`config.mk`:
```
export PLATFORM = sky130hd
export DESIGN_NAME = sei_bus_interface
export DESIGN_NICKNAME = d
export VERILOG_FILES = /design/src/logic/sei_pkg.sv /design/src/logic/sei_bus_interface.sv
export SDC_FILE = /design/constraint.sdc
export NUM_CORES = 1
export LEC_CHECK = 0
export ABC_AREA = 1
export BUFFER_PORTS_ARGS = -buffer_cell sky130_fd_sc_hd__buf_4
export CAP_MARGIN = 20
export CORE_MARGIN = 2
export CORE_UTILIZATION = 30
export DETAILED_ROUTE_END_ITERATION = 10
export PLACE_DENSITY = 0.51
export SLEW_MARGIN = 20
export SYNTH_ARGS = -nofsm -noshare
export SYNTH_HDL_FRONTEND = slang
export SYNTH_SLANG_ARGS = --single-unit
```
`constraint.sdc`:
```
create_clock -name clk_sys -period 4.3 [get_ports clk_sys]
set_input_delay 0.215 -clock clk_sys [delete_from_list [all_inputs] [get_ports clk_sys]]
set_output_delay 0.215 -clock clk_sys [all_outputs]
set_load 0.02 [all_outputs]
```
`src/logic/sei_pkg.sv`:
```
package sei_pkg;

   // ----------------------------------------------------------------
   // timing
   // ----------------------------------------------------------------
   localparam int unsigned CLK_PERIOD_NS    = 5;
   // wake-up settle time, figure chosen as a plain default
   localparam int unsigned RELEASE_DELAY_NS = 1000;
   // longest-time style count: round down, at least one cycle
   localparam int unsigned RELEASE_CYCLES_RAW = RELEASE_DELAY_NS / CLK_PERIOD_NS;
   localparam int unsigned RELEASE_CYCLES     = (RELEASE_CYCLES_RAW < 1) ? 1 : RELEASE_CYCLES_RAW;
   localparam int unsigned RELEASE_CNT_W      = $clog2(RELEASE_CYCLES + 1);

   // ----------------------------------------------------------------
   // frame layout
   // ----------------------------------------------------------------
   localparam logic [4:0] OPCODE_BITS = 5'h08;
   localparam logic [4:0] ADDR_BITS   = 5'h10;
   localparam logic [2:0] SIG_MSB     = 3'h7;
   localparam logic [4:0] BIT_CNT_RST = 5'h00;
   localparam logic [7:0] SHIFT_RST   = 8'h00;

   // ----------------------------------------------------------------
   // states of the serial sequencer
   // ----------------------------------------------------------------
   typedef enum logic [2:0] {
      SEI_IDLE,
      SEI_OPCODE,
      SEI_ADDR,
      SEI_SIG,
      SEI_DATA,
      SEI_IGNORE
   } sei_phase_e;

   // ----------------------------------------------------------------
   // carriers
   // ----------------------------------------------------------------
   typedef struct packed {
      logic csN;
      logic sck;
      logic si;
      logic holdN;
      logic wpN;
   } sei_pins_s;

   typedef struct packed {
      logic [7:0] rxByte;
      logic       rxStrobe;
      logic       rxFirst;
      logic       frameEnd;
      logic       writeStart;
   } sei_core_s;

endpackage

```
`src/logic/sei_bus_interface.sv`:
```
`timescale 1ns/100ps
// Operation
// - in deep power-down every instruction but the wake/signature command is ignored
// - wake/signature also works awake, unless erase, program or status write busy
// - chip select low, wake opcode, 16 dummy address bits, then 8 signature bits
// - chip select high after the signature ends the frame, back to standby
// - further clocks keep repeating the signature until chip select rises
// - chip select high after only the opcode still wakes, standby after release delay
// - chip select low selects; high deselects, standby waits for a running program cycle
// - serial output is high impedance while deselected
// - chip select rising after a valid write sequence starts the self-timed write
// - serial input is sampled on each rising serial clock edge
// - serial output changes after each falling serial clock edge
// - protect pin low with enable bit set blocks nonvolatile status writes only
// - protect pin falling after a write cycle has begun does not affect it
// - protect enable clear makes the protect pin irrelevant
// - pause low while selected freezes the sequence, clock and input ignored
// - pause falling while clock high takes effect at next falling clock edge
// - pause rising while clock high resumes only at next falling clock edge
// - serial output floats at once when pause falls, drives at once when it rises
module sei_bus_interface #(
   parameter logic [7:0] WAKE_OPCODE = 8'h3c,  // wake/signature opcode, plain default
   parameter logic [7:0] SIGNATURE   = 8'h5a   // arbitrary value
) (
   // clock and reset
   input  wire logic              clk_sys,
   input  wire logic              rst_n,

   // raw pins and core status
   input  wire sei_pkg::sei_pins_s pinsIn,
   input  wire logic              enterPowerDown,
   input  wire logic              coreBusy,
   input  wire logic              writeArmed,
   input  wire logic              protectPinEnable,

   // serial output pin
   output logic                   soOut,
   output logic                   soEnN,

   // core-facing results
   output sei_pkg::sei_core_s     coreOut,
   output logic                   statusWriteBlocked,
   output logic                   deepPowerDown,
   output logic                   releasing,
   output logic                   standby
);

   // ----------------------------------------------------------------
   // timing limits
   // ----------------------------------------------------------------
   // every pin reaches the logic two clk_sys cycles late, through two flops
   // sck high and low must each last longer than one clk_sys cycle, or edges are lost
   // all pins share that latency, so their order on the wires is kept
   // serial input is taken on the synced rising clock, never on a falling one
   // the serial output moves one clk_sys cycle after the synced falling clock
   // a chip select already low at reset is taken as a selection once through the flops
   // a false deselect just after reset is harmless, the sequencer is idle
   // the release delay is counted in clk_sys cycles, not in serial clocks
   // a wake frame cut short by deselect after its full opcode still starts the release delay
   // a core still busy at deselect holds standby off until it finishes
   // the protect decision is frozen when the write cycle starts
   // a later protect pin change waits for the next write cycle
   // opcodes other than wake are swallowed in deep power-down until deselect
   // an awake wake opcode during a busy core is passed on as plain data
   // the signature repeats for as long as the host keeps clocking
   // pause freezes bit counter, shift register and signature index alike
   // while selected, pause is taken or dropped only while the synced clock is low
   // the output floats on pause after the pin latency, whatever the clock
   // a deselect during pause ends the frame and clears the pause
   // unknown phase codes fall back to idle instead of locking up

   // ----------------------------------------------------------------
   // state record
   // ----------------------------------------------------------------
   typedef struct packed {
      // pin sampling
      sei_pkg::sei_pins_s           syncA;       // first synchroniser stage
      sei_pkg::sei_pins_s           syncB;       // second synchroniser stage
      logic                         sckPrev;
      logic                         csPrev;

      // frame sequencing
      logic                         paused;
      sei_pkg::sei_phase_e          phase;
      logic [4:0]                   bitCnt;
      logic [7:0]                   shiftIn;
      logic [2:0]                   sigIdx;
      logic                         sigDone;
      logic                         wakeSeen;

      // serial output
      logic                         soBit;
      logic                         soDrive;

      // core results and power state
      sei_pkg::sei_core_s           core;
      logic                         blocked;
      logic                         dpd;
      logic                         rel;
      logic [sei_pkg::RELEASE_CNT_W-1:0] relCnt;
      logic                         pendStandby;
   } sei_state_s;

   sei_state_s st;
   sei_state_s next_st;

   // ----------------------------------------------------------------
   // decoded pin events
   // ----------------------------------------------------------------
   logic csN;
   logic sck;
   logic sckRise;
   logic sckFall;
   logic csRise;
   logic csFall;
   logic shiftOk;
   logic [7:0] shifted;
   logic wakeHit;
   logic writeGo;
   logic sigShift;
   logic protectNow;
   logic opcodeLast;
   logic addrLast;
   logic relLoad;
   logic relDone;

   // pin levels after the second flop only
   assign csN     = st.syncB.csN;
   assign sck     = st.syncB.sck;
   assign sckRise = sck & ~st.sckPrev;
   assign sckFall = ~sck & st.sckPrev;
   assign csRise  = csN & ~st.csPrev;
   assign csFall  = ~csN & st.csPrev;
   assign shiftOk = ~csN & ~st.paused & sckRise;
   assign shifted = {st.shiftIn[6:0], st.syncB.si};

   // ----------------------------------------------------------------
   // decoded frame events
   // ----------------------------------------------------------------
   // last bit of an opcode or data byte, last dummy address bit
   assign opcodeLast = (st.bitCnt == sei_pkg::OPCODE_BITS - 5'h01);
   assign addrLast   = (st.bitCnt == sei_pkg::ADDR_BITS - 5'h01);
   // wake opcode honoured asleep, or awake with the core idle
   assign wakeHit    = (shifted == WAKE_OPCODE) & (st.dpd | ~coreBusy);
   // deselect after a wake opcode while asleep starts the release delay
   assign relLoad    = csRise & st.wakeSeen & st.dpd;
   assign relDone    = st.rel & (st.relCnt == '0);
   // data frame closed by deselect with the core ready to write
   assign writeGo    = csRise & (st.phase == sei_pkg::SEI_DATA) & writeArmed & ~coreBusy;
   // the protect pin only counts while its enable bit is set
   assign protectNow = protectPinEnable & ~st.syncB.wpN;
   // next signature bit leaves on a falling clock while selected and running
   assign sigShift   = ~csN & ~csFall & ~csRise & ~st.paused & sckFall & (st.phase == sei_pkg::SEI_SIG);

   // ----------------------------------------------------------------
   // next-state logic
   // ----------------------------------------------------------------
   always_comb begin
      next_st = st;
      next_st.syncA      = pinsIn;
      next_st.syncB      = st.syncA;
      next_st.sckPrev    = sck;
      next_st.csPrev     = csN;
      next_st.core.rxStrobe   = 1'b0;
      next_st.core.rxFirst    = 1'b0;
      next_st.core.frameEnd   = 1'b0;
      next_st.core.writeStart = 1'b0;

      // pause clears on deselect, otherwise changes only while the clock is low
      if (csN) begin
         next_st.paused = 1'b0;
      end else if (!sck) begin
         next_st.paused = ~st.syncB.holdN;
      end

      // deep power-down entry decoded by the core
      if (enterPowerDown) begin
         next_st.dpd = 1'b1;
      end

      // release delay countdown
      if (st.rel) begin
         if (relDone) begin
            next_st.rel = 1'b0;
         end else begin
            next_st.relCnt = st.relCnt - 1'b1;
         end
      end

      // standby after a running program cycle ends
      if (st.pendStandby && !coreBusy) begin
         next_st.pendStandby = 1'b0;
      end

      // frame start on a true high-to-low selection
      if (csFall) begin
         next_st.phase    = sei_pkg::SEI_OPCODE;
         next_st.bitCnt   = sei_pkg::BIT_CNT_RST;
         next_st.shiftIn  = sei_pkg::SHIFT_RST;
         next_st.wakeSeen = 1'b0;
         next_st.sigDone  = 1'b0;
         next_st.soDrive  = 1'b0;
      end else if (csRise) begin
         // deselect ends every frame
         next_st.phase   = sei_pkg::SEI_IDLE;
         next_st.soDrive = 1'b0;
         // only a frame that really ran reports its end
         if (st.phase != sei_pkg::SEI_IDLE) begin
            next_st.core.frameEnd = 1'b1;
         end
         // deselect after a wake opcode leaves deep power-down
         if (relLoad) begin
            next_st.dpd    = 1'b0;
            next_st.rel    = 1'b1;
            next_st.relCnt = sei_pkg::RELEASE_CNT_W'(sei_pkg::RELEASE_CYCLES - 1);
         end
         // a closed write frame starts the self-timed cycle
         if (writeGo) begin
            next_st.core.writeStart = 1'b1;
            // protect decision frozen as the cycle starts
            next_st.blocked = protectNow;
         end
         // standby waits for any program cycle
         if (coreBusy || writeArmed) begin
            next_st.pendStandby = 1'b1;
         end
      end else if (shiftOk) begin
         // one bit in, most significant first
         next_st.shiftIn = shifted;
         next_st.bitCnt  = st.bitCnt + 5'h01;
         unique case (st.phase)
            sei_pkg::SEI_OPCODE: begin
               if (opcodeLast) begin
                  next_st.bitCnt = sei_pkg::BIT_CNT_RST;
                  if (wakeHit) begin
                     next_st.phase    = sei_pkg::SEI_ADDR;
                     next_st.wakeSeen = 1'b1;
                  end else if (st.dpd) begin
                     next_st.phase = sei_pkg::SEI_IGNORE;
                  end else begin
                     next_st.phase          = sei_pkg::SEI_DATA;
                     next_st.core.rxByte    = shifted;
                     next_st.core.rxStrobe  = 1'b1;
                     next_st.core.rxFirst   = 1'b1;
                  end
               end
            end
            sei_pkg::SEI_ADDR: begin
               // dummy address is counted and discarded
               if (addrLast) begin
                  next_st.bitCnt = sei_pkg::BIT_CNT_RST;
                  next_st.phase  = sei_pkg::SEI_SIG;
                  next_st.sigIdx = sei_pkg::SIG_MSB;
               end
            end
            sei_pkg::SEI_DATA: begin
               // bytes after the opcode go to the core
               if (opcodeLast) begin
                  next_st.bitCnt        = sei_pkg::BIT_CNT_RST;
                  next_st.core.rxByte   = shifted;
                  next_st.core.rxStrobe = 1'b1;
               end
            end
            sei_pkg::SEI_SIG: begin
               next_st.bitCnt = sei_pkg::BIT_CNT_RST;
            end
            sei_pkg::SEI_IGNORE: begin
               next_st.bitCnt = sei_pkg::BIT_CNT_RST;
            end
            sei_pkg::SEI_IDLE: begin
               next_st.bitCnt = sei_pkg::BIT_CNT_RST;
            end
            default: begin
               next_st.phase  = sei_pkg::SEI_IDLE;
               next_st.bitCnt = sei_pkg::BIT_CNT_RST;
            end
         endcase
      end

      // signature shifted out on falling clock edges
      if (sigShift) begin
         next_st.soDrive = 1'b1;
         next_st.soBit   = SIGNATURE[st.sigIdx];
         next_st.sigIdx  = st.sigIdx - 3'h1;                    // wraps to repeat
         if (st.sigIdx == 3'h0) begin
            next_st.sigDone = 1'b1;
         end
      end
   end

   // ----------------------------------------------------------------
   // state register
   // ----------------------------------------------------------------
   always_ff @(posedge clk_sys or negedge rst_n) begin
      if (!rst_n) begin
         // pins idle: deselected, not paused, unprotected
         st.syncA       <= '{csN: 1'b1, sck: 1'b0, si: 1'b0, holdN: 1'b1, wpN: 1'b1};
         st.syncB       <= '{csN: 1'b1, sck: 1'b0, si: 1'b0, holdN: 1'b1, wpN: 1'b1};
         st.sckPrev     <= 1'b0;
         st.csPrev      <= 1'b0;     // a low chip select at reset is still taken as a selection
         // sequencer idle
         st.paused      <= 1'b0;
         st.phase       <= sei_pkg::SEI_IDLE;
         st.bitCnt      <= sei_pkg::BIT_CNT_RST;
         st.shiftIn     <= sei_pkg::SHIFT_RST;
         st.sigIdx      <= sei_pkg::SIG_MSB;
         st.sigDone     <= 1'b0;
         st.wakeSeen    <= 1'b0;
         // output released
         st.soBit       <= 1'b0;
         st.soDrive     <= 1'b0;
         // core results and power state cleared
         st.core        <= '0;
         st.blocked     <= 1'b0;
         st.dpd         <= 1'b0;
         st.rel         <= 1'b0;
         st.relCnt      <= '0;
         st.pendStandby <= 1'b0;
      end else begin
         st <= next_st;
      end
   end

   // ----------------------------------------------------------------
   // outputs
   // ----------------------------------------------------------------
   // output floats when deselected or paused, pause level taken directly
   assign soOut = st.soBit;
   assign soEnN = csN | ~st.syncB.holdN | ~st.soDrive;

   // core-facing results
   assign coreOut            = st.core;
   assign statusWriteBlocked = st.blocked;
   assign deepPowerDown      = st.dpd;
   assign releasing          = st.rel;
   // standby only once nothing is left running
   assign standby            = csN & ~st.rel & ~st.pendStandby & ~coreBusy;

endmodule

```
==> impl_metrics.csv, run 1 <==
group,metric,value,unit
worst_hold_path,hp-class,"in2reg",
finish,fillers,953,
timing,drv_slew,0,
die,start_util,30.8,%
timing,hold_viol_final,0,
synth,synth_top_area_share,43.1,%
clock_network,ctsResizeCount,0,
worst_setup_path,endpoint_kind,"flip-flop",
synth,synth_edf_count,0,
grt,antenna_found_initial,0,
grt,grt_overflow_total,0,
synth,seq_area_frac_synth,51.4,%
power,ir_drop,0.351,mV
run_status,status,"finished clean",
place,dp_hpwl,3920,um
detailed_routing,num_vias,2083,
timing,rsz0062_at_grt,"false",
clock_network,clock_latency,0.34,ns
timing,clock_skew,0.00764,ns
detailed_routing,drt-vias-per-instance,4.38,
power,switching_share,31.2,%
synth,synth_cells,312,
detailed_routing,ant_nets,0,
worst_setup_path,critical-path-max-stage-delay,0.75,ns
detailed_routing,met3_wirelength,261,um
detailed_routing,drc,0,
place,place_area,3100,um^2
power,finalPower,1.51,mW
detailed_routing,drt_wl_total,5510,um
grt,grt_usage,12.3,%
worst_setup_path,crit_required,4.55,ns
clock_network,cts_root_buf,"clkbuf_8",
detailed_routing,drtPass1Iterations,4,
finish,area_growth,18.5,%
clock_network,numCtsBuffers,9,
die,die_x,101,um
clock_network,cts_buffer_depth,2,
clock_network,h-tree-depth,3,
synth,yosysUniqueCellTypes,40,
detailed_routing,met1Wirelength,2660,um
finish,final_cells,476,
finish,antennaDiodeCount,0,
power,internal_power,1.04,mW
finish,fin_util,36.5,%
timing,slew_headroom,37.4,%
synth,synth_area,2850,um^2
power,pwr-share-seq,44.2,%
worst_setup_path,path_cells,"inv_1, ha_1, inv_1, o21ai_1, nand3_1, nand2_1, a21boi_0",
detailed_routing,drt_iter0_drc,87,
synth,yosys.area.top_type,"dfrtp_1",
timing,post-route-min-period,2.22,ns
worst_setup_path,critPathBufInv,2,
synth,ys_ff_latch,58,
synth,yosys_warnings,0,
worst_setup_path,crit_fanout,15,
worst_setup_path,path_class,"reg2reg",
timing,tightest_slew,0.933,ns
synth,synth_area_leaders,"dfrtp_1 (43%), dfstp_2 (8.3%), nand2_1 (7.1%)",
place,dp.cells,454,
die,row_count,35,
timing,period_share,51.7,%
power,pwr-share-comb,21.3,%
worst_setup_path,start_kind,"flip-flop",
clock_network,path_clk_slew,0.07,ns
finish,drive_gt1_share,23.9,%
worst_setup_path,cp.arrival,2.48,ns
finish,fin_area,3370,um^2
die,die_area,10300,um^2
worst_setup_path,cp_common_cell,"inv_1",
grt,grt_pass1_vias,2075,
clock_network,cts_tree,"built",
place,portBuffers,28,
finish,final_nets,361,
die,core_area,9240,um^2
die,die_height,101,um
worst_setup_path,critPathTopFamily,"compound AO/OA/AOI/OAI gates",
power,pwr-share-clk,34.5,%
power,powerDensity,448,nW/um^2
die,io_pins,29,
clock_network,cts_setup_buffers,0,
detailed_routing,wl_per_cell,11.6,um
timing,finalSetupViolations,0,
power,p_switching,0.472,mW
synth,avgSynthCellArea,9.12,um^2
grt,grt_pass1_wl,9650,um
clock_network,cts_num_sinks,58,
timing,fmaxAchievable,449,MHz
timing,setup_tns,0,ns
grt,grt_max_degree,59,
detailed_routing,wl_met2,2470,um
synth,ys.flop_type,"dfrtp_1",
synth,synth_nets,331,
job,maxCapViolCount,0,
place,place_congestion,0.860,
worst_setup_path,crit_slowest_cell,"o21ai_1",
detailed_routing,routed.top_layer,"met4",
synth,ys_async_sr_fraction,100,%
power,p_leak,1.55,nW
## tightest hold or removal path, stage by stage
cell and delay [ns]:
buf_4 0.09, o31ai_1 0.05, inv_1 0.04
## layout make-up
class | instances | area (um^2) | share of cell area, %
Clock buffer | 14 | 173 | 5.12
Clock inverter | 2 | 35.0 | 1.04
Sequential cell | 58 | 1460 | 43.4
Tap cell | 129 | 161 | 4.79
Multi-Input combinational cell | 191 | 1090 | 32.3
Inverter | 48 | 180 | 5.34
Timing Repair Buffer | 34 | 270 | 8.01
## metrics by stage
stage,hold WS [ns],setup slack [ns]
after floorplan,-0.0806,2.61
after global placement,0.324,2.10
after detailed placement,0.324,2.01
after CTS,0.0730,2.03
after global routing,0.102,1.77
final,0.0859,2.08
## cells in the mapped netlist, drive strengths merged (3+ instances only)
master and number:
nand3 27, dfstp 9, o21ai 21, nor2 32
o22ai 8, nor4 3, nand2 58, ha 8
buf 14, nor3 7, inv 48, nand4 3
a21oi 10, dfrtp 49
## worst paths after layout
check / cells after the start / slack, ns / end / startpoint
max in group asynchronous: 2 / 3.32 / st[44] / rst_n
worst min register to register: 0 / 0.34 / sck / next_st[53]
min in group asynchronous: 2 / 0.46 / coreOut[5] / rst_n
worst max register to register: 7 / 2.08 / st[42] / csN
worst min-delay path: 3 / 0.09 / st[0] / writeArmed
worst max-delay path: 7 / 2.08 / st[42] / csN
## state kept, by name, summed over array words and instances (netlist names)
signal	cells
coreOut	12
shifted	8
csN	1
releasing	1
next_st	5
deepPowerDown	1
statusWriteBlocked	1
soOut	1
st	27
sck	1
## placed cells by master, fill, tap and decap left out, types with 2 or more instances in the layout
cell and instances:
nand2_1 54, dfrtp_1 49, inv_1 43, buf_4 28, nor2_1 25, nand3_1 24, clkbuf_8 12, a21oi_1 10
o21ai_2 9, o21ai_0 9, dfstp_2 9, o22ai_1 8, ha_1 8, nor3_1 6, dlygate4sd3_1 6, inv_2 5
nor2_2 4, nand2_2 4, nor2_4 3, o21ai_1 3, nand3_2 2, nor4_1 2, nand4_1 2, nand3b_1 2
o211ai_1 2, clkbuf_1 2
## cell families after synthesis
logic type	Yosys count	share of synthesized area (%)
compound gates	46	10.2
xor+xnor	2	0.615
fa+ha+maj	8	3.52
buf+inv	63	10.3
flops	58	51.4
mux	1	0.352
simple gates	134	23.6
## timing repair
item,4_1_cts,5_1_grt
endpoints found under the hold margin,54,0
endpoints found under the setup margin,0,0
hold buffers,6,0
## layer usage
metal  up-vias  track usage, %
li1       1062               -
met1       966            15.1
met2        43            19.5
met3        12            3.93
met4         0            5.93
met5         -               0
## power by group through the flow
| stage | Combinational (mW) | Sequential (mW) | Clock (mW) |
|---|---|---|---|
| after floorplan | 0.235 | 0.671 | 0 |
| after global placement | 0.322 | 0.679 | 0 |
| after detailed placement | 0.319 | 0.676 | 0 |
| after CTS | 0.326 | 0.668 | 0.543 |
| after global routing | 0.374 | 0.678 | 0.572 |
| final | 0.323 | 0.668 | 0.521 |
Note: power is estimated with default switching activity, not from simulation.
==> run 2: changes to the inputs <==
==> constraint.sdc (replaced) <==
create_clock -name clk_sys -period 2.3 [get_ports clk_sys]
set_input_delay 0.115 -clock clk_sys [delete_from_list [all_inputs] [get_ports clk_sys]]
set_output_delay 0.115 -clock clk_sys [all_outputs]
set_load 0.02 [all_outputs]
==> run 2 against run 1 <==
Compared with the run above: clock power is 98% higher; power is 91% higher; cell count is 1.3% higher; clock-buffer cell count is 2 lower; final area is 1.9% higher; highest routed layer unchanged.
==> impl_metrics.csv, run 2 (synthesis results as in run 1) <==
group,metric,value,unit
run_status,status,"finished clean",
timing,tightest_slew,0.728,ns
detailed_routing,wl_per_cell,11.2,um
clock_network,path_clk_slew,0.07,ns
grt,grt_overflow_total,0,
power,powerDensity,839,nW/um^2
grt,antenna_found_initial,0,
detailed_routing,ant_nets,0,
timing,fmaxAchievable,543,MHz
place,portBuffers,28,
timing,drv_slew,0,
grt,grt_pass1_vias,2031,
detailed_routing,drt-vias-per-instance,4.33,
clock_network,h-tree-depth,3,
place,place_area,3130,um^2
finish,final_nets,367,
die,io_pins,29,
clock_network,cts_num_sinks,58,
worst_setup_path,setup.worst_path.start,"csN",
grt,grt_pass1_wl,9540,um
die,die_area,10300,um^2
grt,grt_max_degree,59,
die,die_x,101,um
worst_setup_path,start_kind,"flip-flop",
worst_setup_path,reg2reg_from,"csN",
clock_network,cts_tree,"built",
timing,finalSetupViolations,0,
finish,largest_reg_flops,27,
timing,slew_headroom,51.5,%
job,maxCapViolCount,0,
detailed_routing,drc,0,
clock_network,numCtsBuffers,9,
finish,area_growth,20.7,%
grt,grt_usage,12.1,%
clock_network,cts_root_buf,"clkbuf_8",
worst_setup_path,cp.arrival,2.06,ns
die,die_height,101,um
worst_hold_path,hold_start,"coreBusy",
die,core_area,9240,um^2
place,dp_hpwl,3900,um
finish,final_common_cell,"nand2_1",
timing,rsz0062_at_grt,"false",
die,row_count,35,
clock_network,clock_latency,0.33,ns
detailed_routing,drt_iter0_drc,122,
finish,antennaDiodeCount,0,
detailed_routing,num_vias,2088,
finish,fillers,937,
worst_setup_path,endpoint_kind,"flip-flop",
timing,period_share,80.1,%
die,start_util,30.8,%
finish,regMostFlops,"st",
power,ir_drop,0.441,mV
detailed_routing,drt_wl_total,5420,um
power,p_leak,1.57,nW
timing,hold_viol_final,0,
timing,clock_skew,0.00522,ns
finish,final_cell_mix,"nand2_1 (54), dfrtp_1 (49), inv_1 (43)",
detailed_routing,drtPass1Iterations,4,
worst_hold_path,hp-class,"in2reg",
clock_network,cts_buffer_depth,2,
place,place_congestion,0.857,
timing,setup_tns,0,ns
worst_setup_path,crit_fanout,16,
worst_setup_path,path_class,"reg2reg",
finish,fin_area,3440,um^2
finish,drive_gt1_share,24.4,%
timing,post-route-min-period,1.84,ns
worst_setup_path,crit_required,2.52,ns
==> run 2: layout make-up <==
| cell class | count | area [um^2] | share of cell area, % |
|---|---|---|---|
| clock buffers | 12 | 145 | 4.22 |
| clock inverters | 4 | 75.1 | 2.18 |
| inverters | 48 | 180 | 5.24 |
| multi-input cells | 191 | 1090 | 31.7 |
| flip-flops and latches | 58 | 1460 | 42.6 |
| well taps | 129 | 161 | 4.70 |
| repair buffers | 40 | 323 | 9.39 |
==> run 2: what timing repair did <==
| item | in CTS | in global routing |
|---|---|---|
| hold endpoints to repair | 57 | 0 |
| hold buffers | 9 | 0 |
| buffers inserted | 0 | 0 |
| gates resized for setup | 0 | 0 |
==> run 2: through the flow <==
stage	power [mW]	std cells	worst slack, ns	hold WS [ns]	util, %
after global routing	3.10	482	0.241	0.0394	37.2
after floorplan	1.69	312	0.614	-0.181	-
after detailed placement	1.86	457	0.451	0.224	33.8
final	2.88	482	0.457	0.0389	37.2
after global placement	1.85	457	0.508	0.223	33.8
after CTS	2.95	482	0.432	0.0147	37.2
==> run 2: worst paths after layout <==
| path | endpoint | slack [ns] | depth (start not counted) |
|---|---|---|---|
| worst max-delay path | coreOut[9] | 0.46 | 8 |
| worst min-delay path | st[0] | 0.04 | 3 |
| worst max register to register | coreOut[9] | 0.46 | 8 |
| worst min register to register | shifted[0] | 0.34 | 0 |
| max in group asynchronous | st[24] | 1.43 | 2 |
| min in group asynchronous | coreOut[5] | 0.39 | 2 |
==> run 2: where the power goes <==
| group | internal [mW] | switching, mW |
|---|---|---|
| Clock | 0.640 | 0.394 |
| Combinational | 0.221 | 0.382 |
| Sequential | 1.14 | 0.104 |
==> run 2: critical path, cell delays in order, from the launching register on <==
cell,delay [ns]
dfstp_2,0.56
inv_1,0.09
ha_1,0.29
nor2_2,0.18
inv_1,0.10
nor2_4,0.10
nand3_4,0.21
nand2_1,0.14
o21ai_2,0.06
==> run 2: layer usage <==
metal  up-vias  global-route usage (%)  part of all wire (%)
met3        13                    3.80                   4.9
met4         0                    5.93                   2.3
met5         -                       0                     0
met2        49                    17.5                    44
met1       949                    16.3                    49
li1       1077                       -                     -
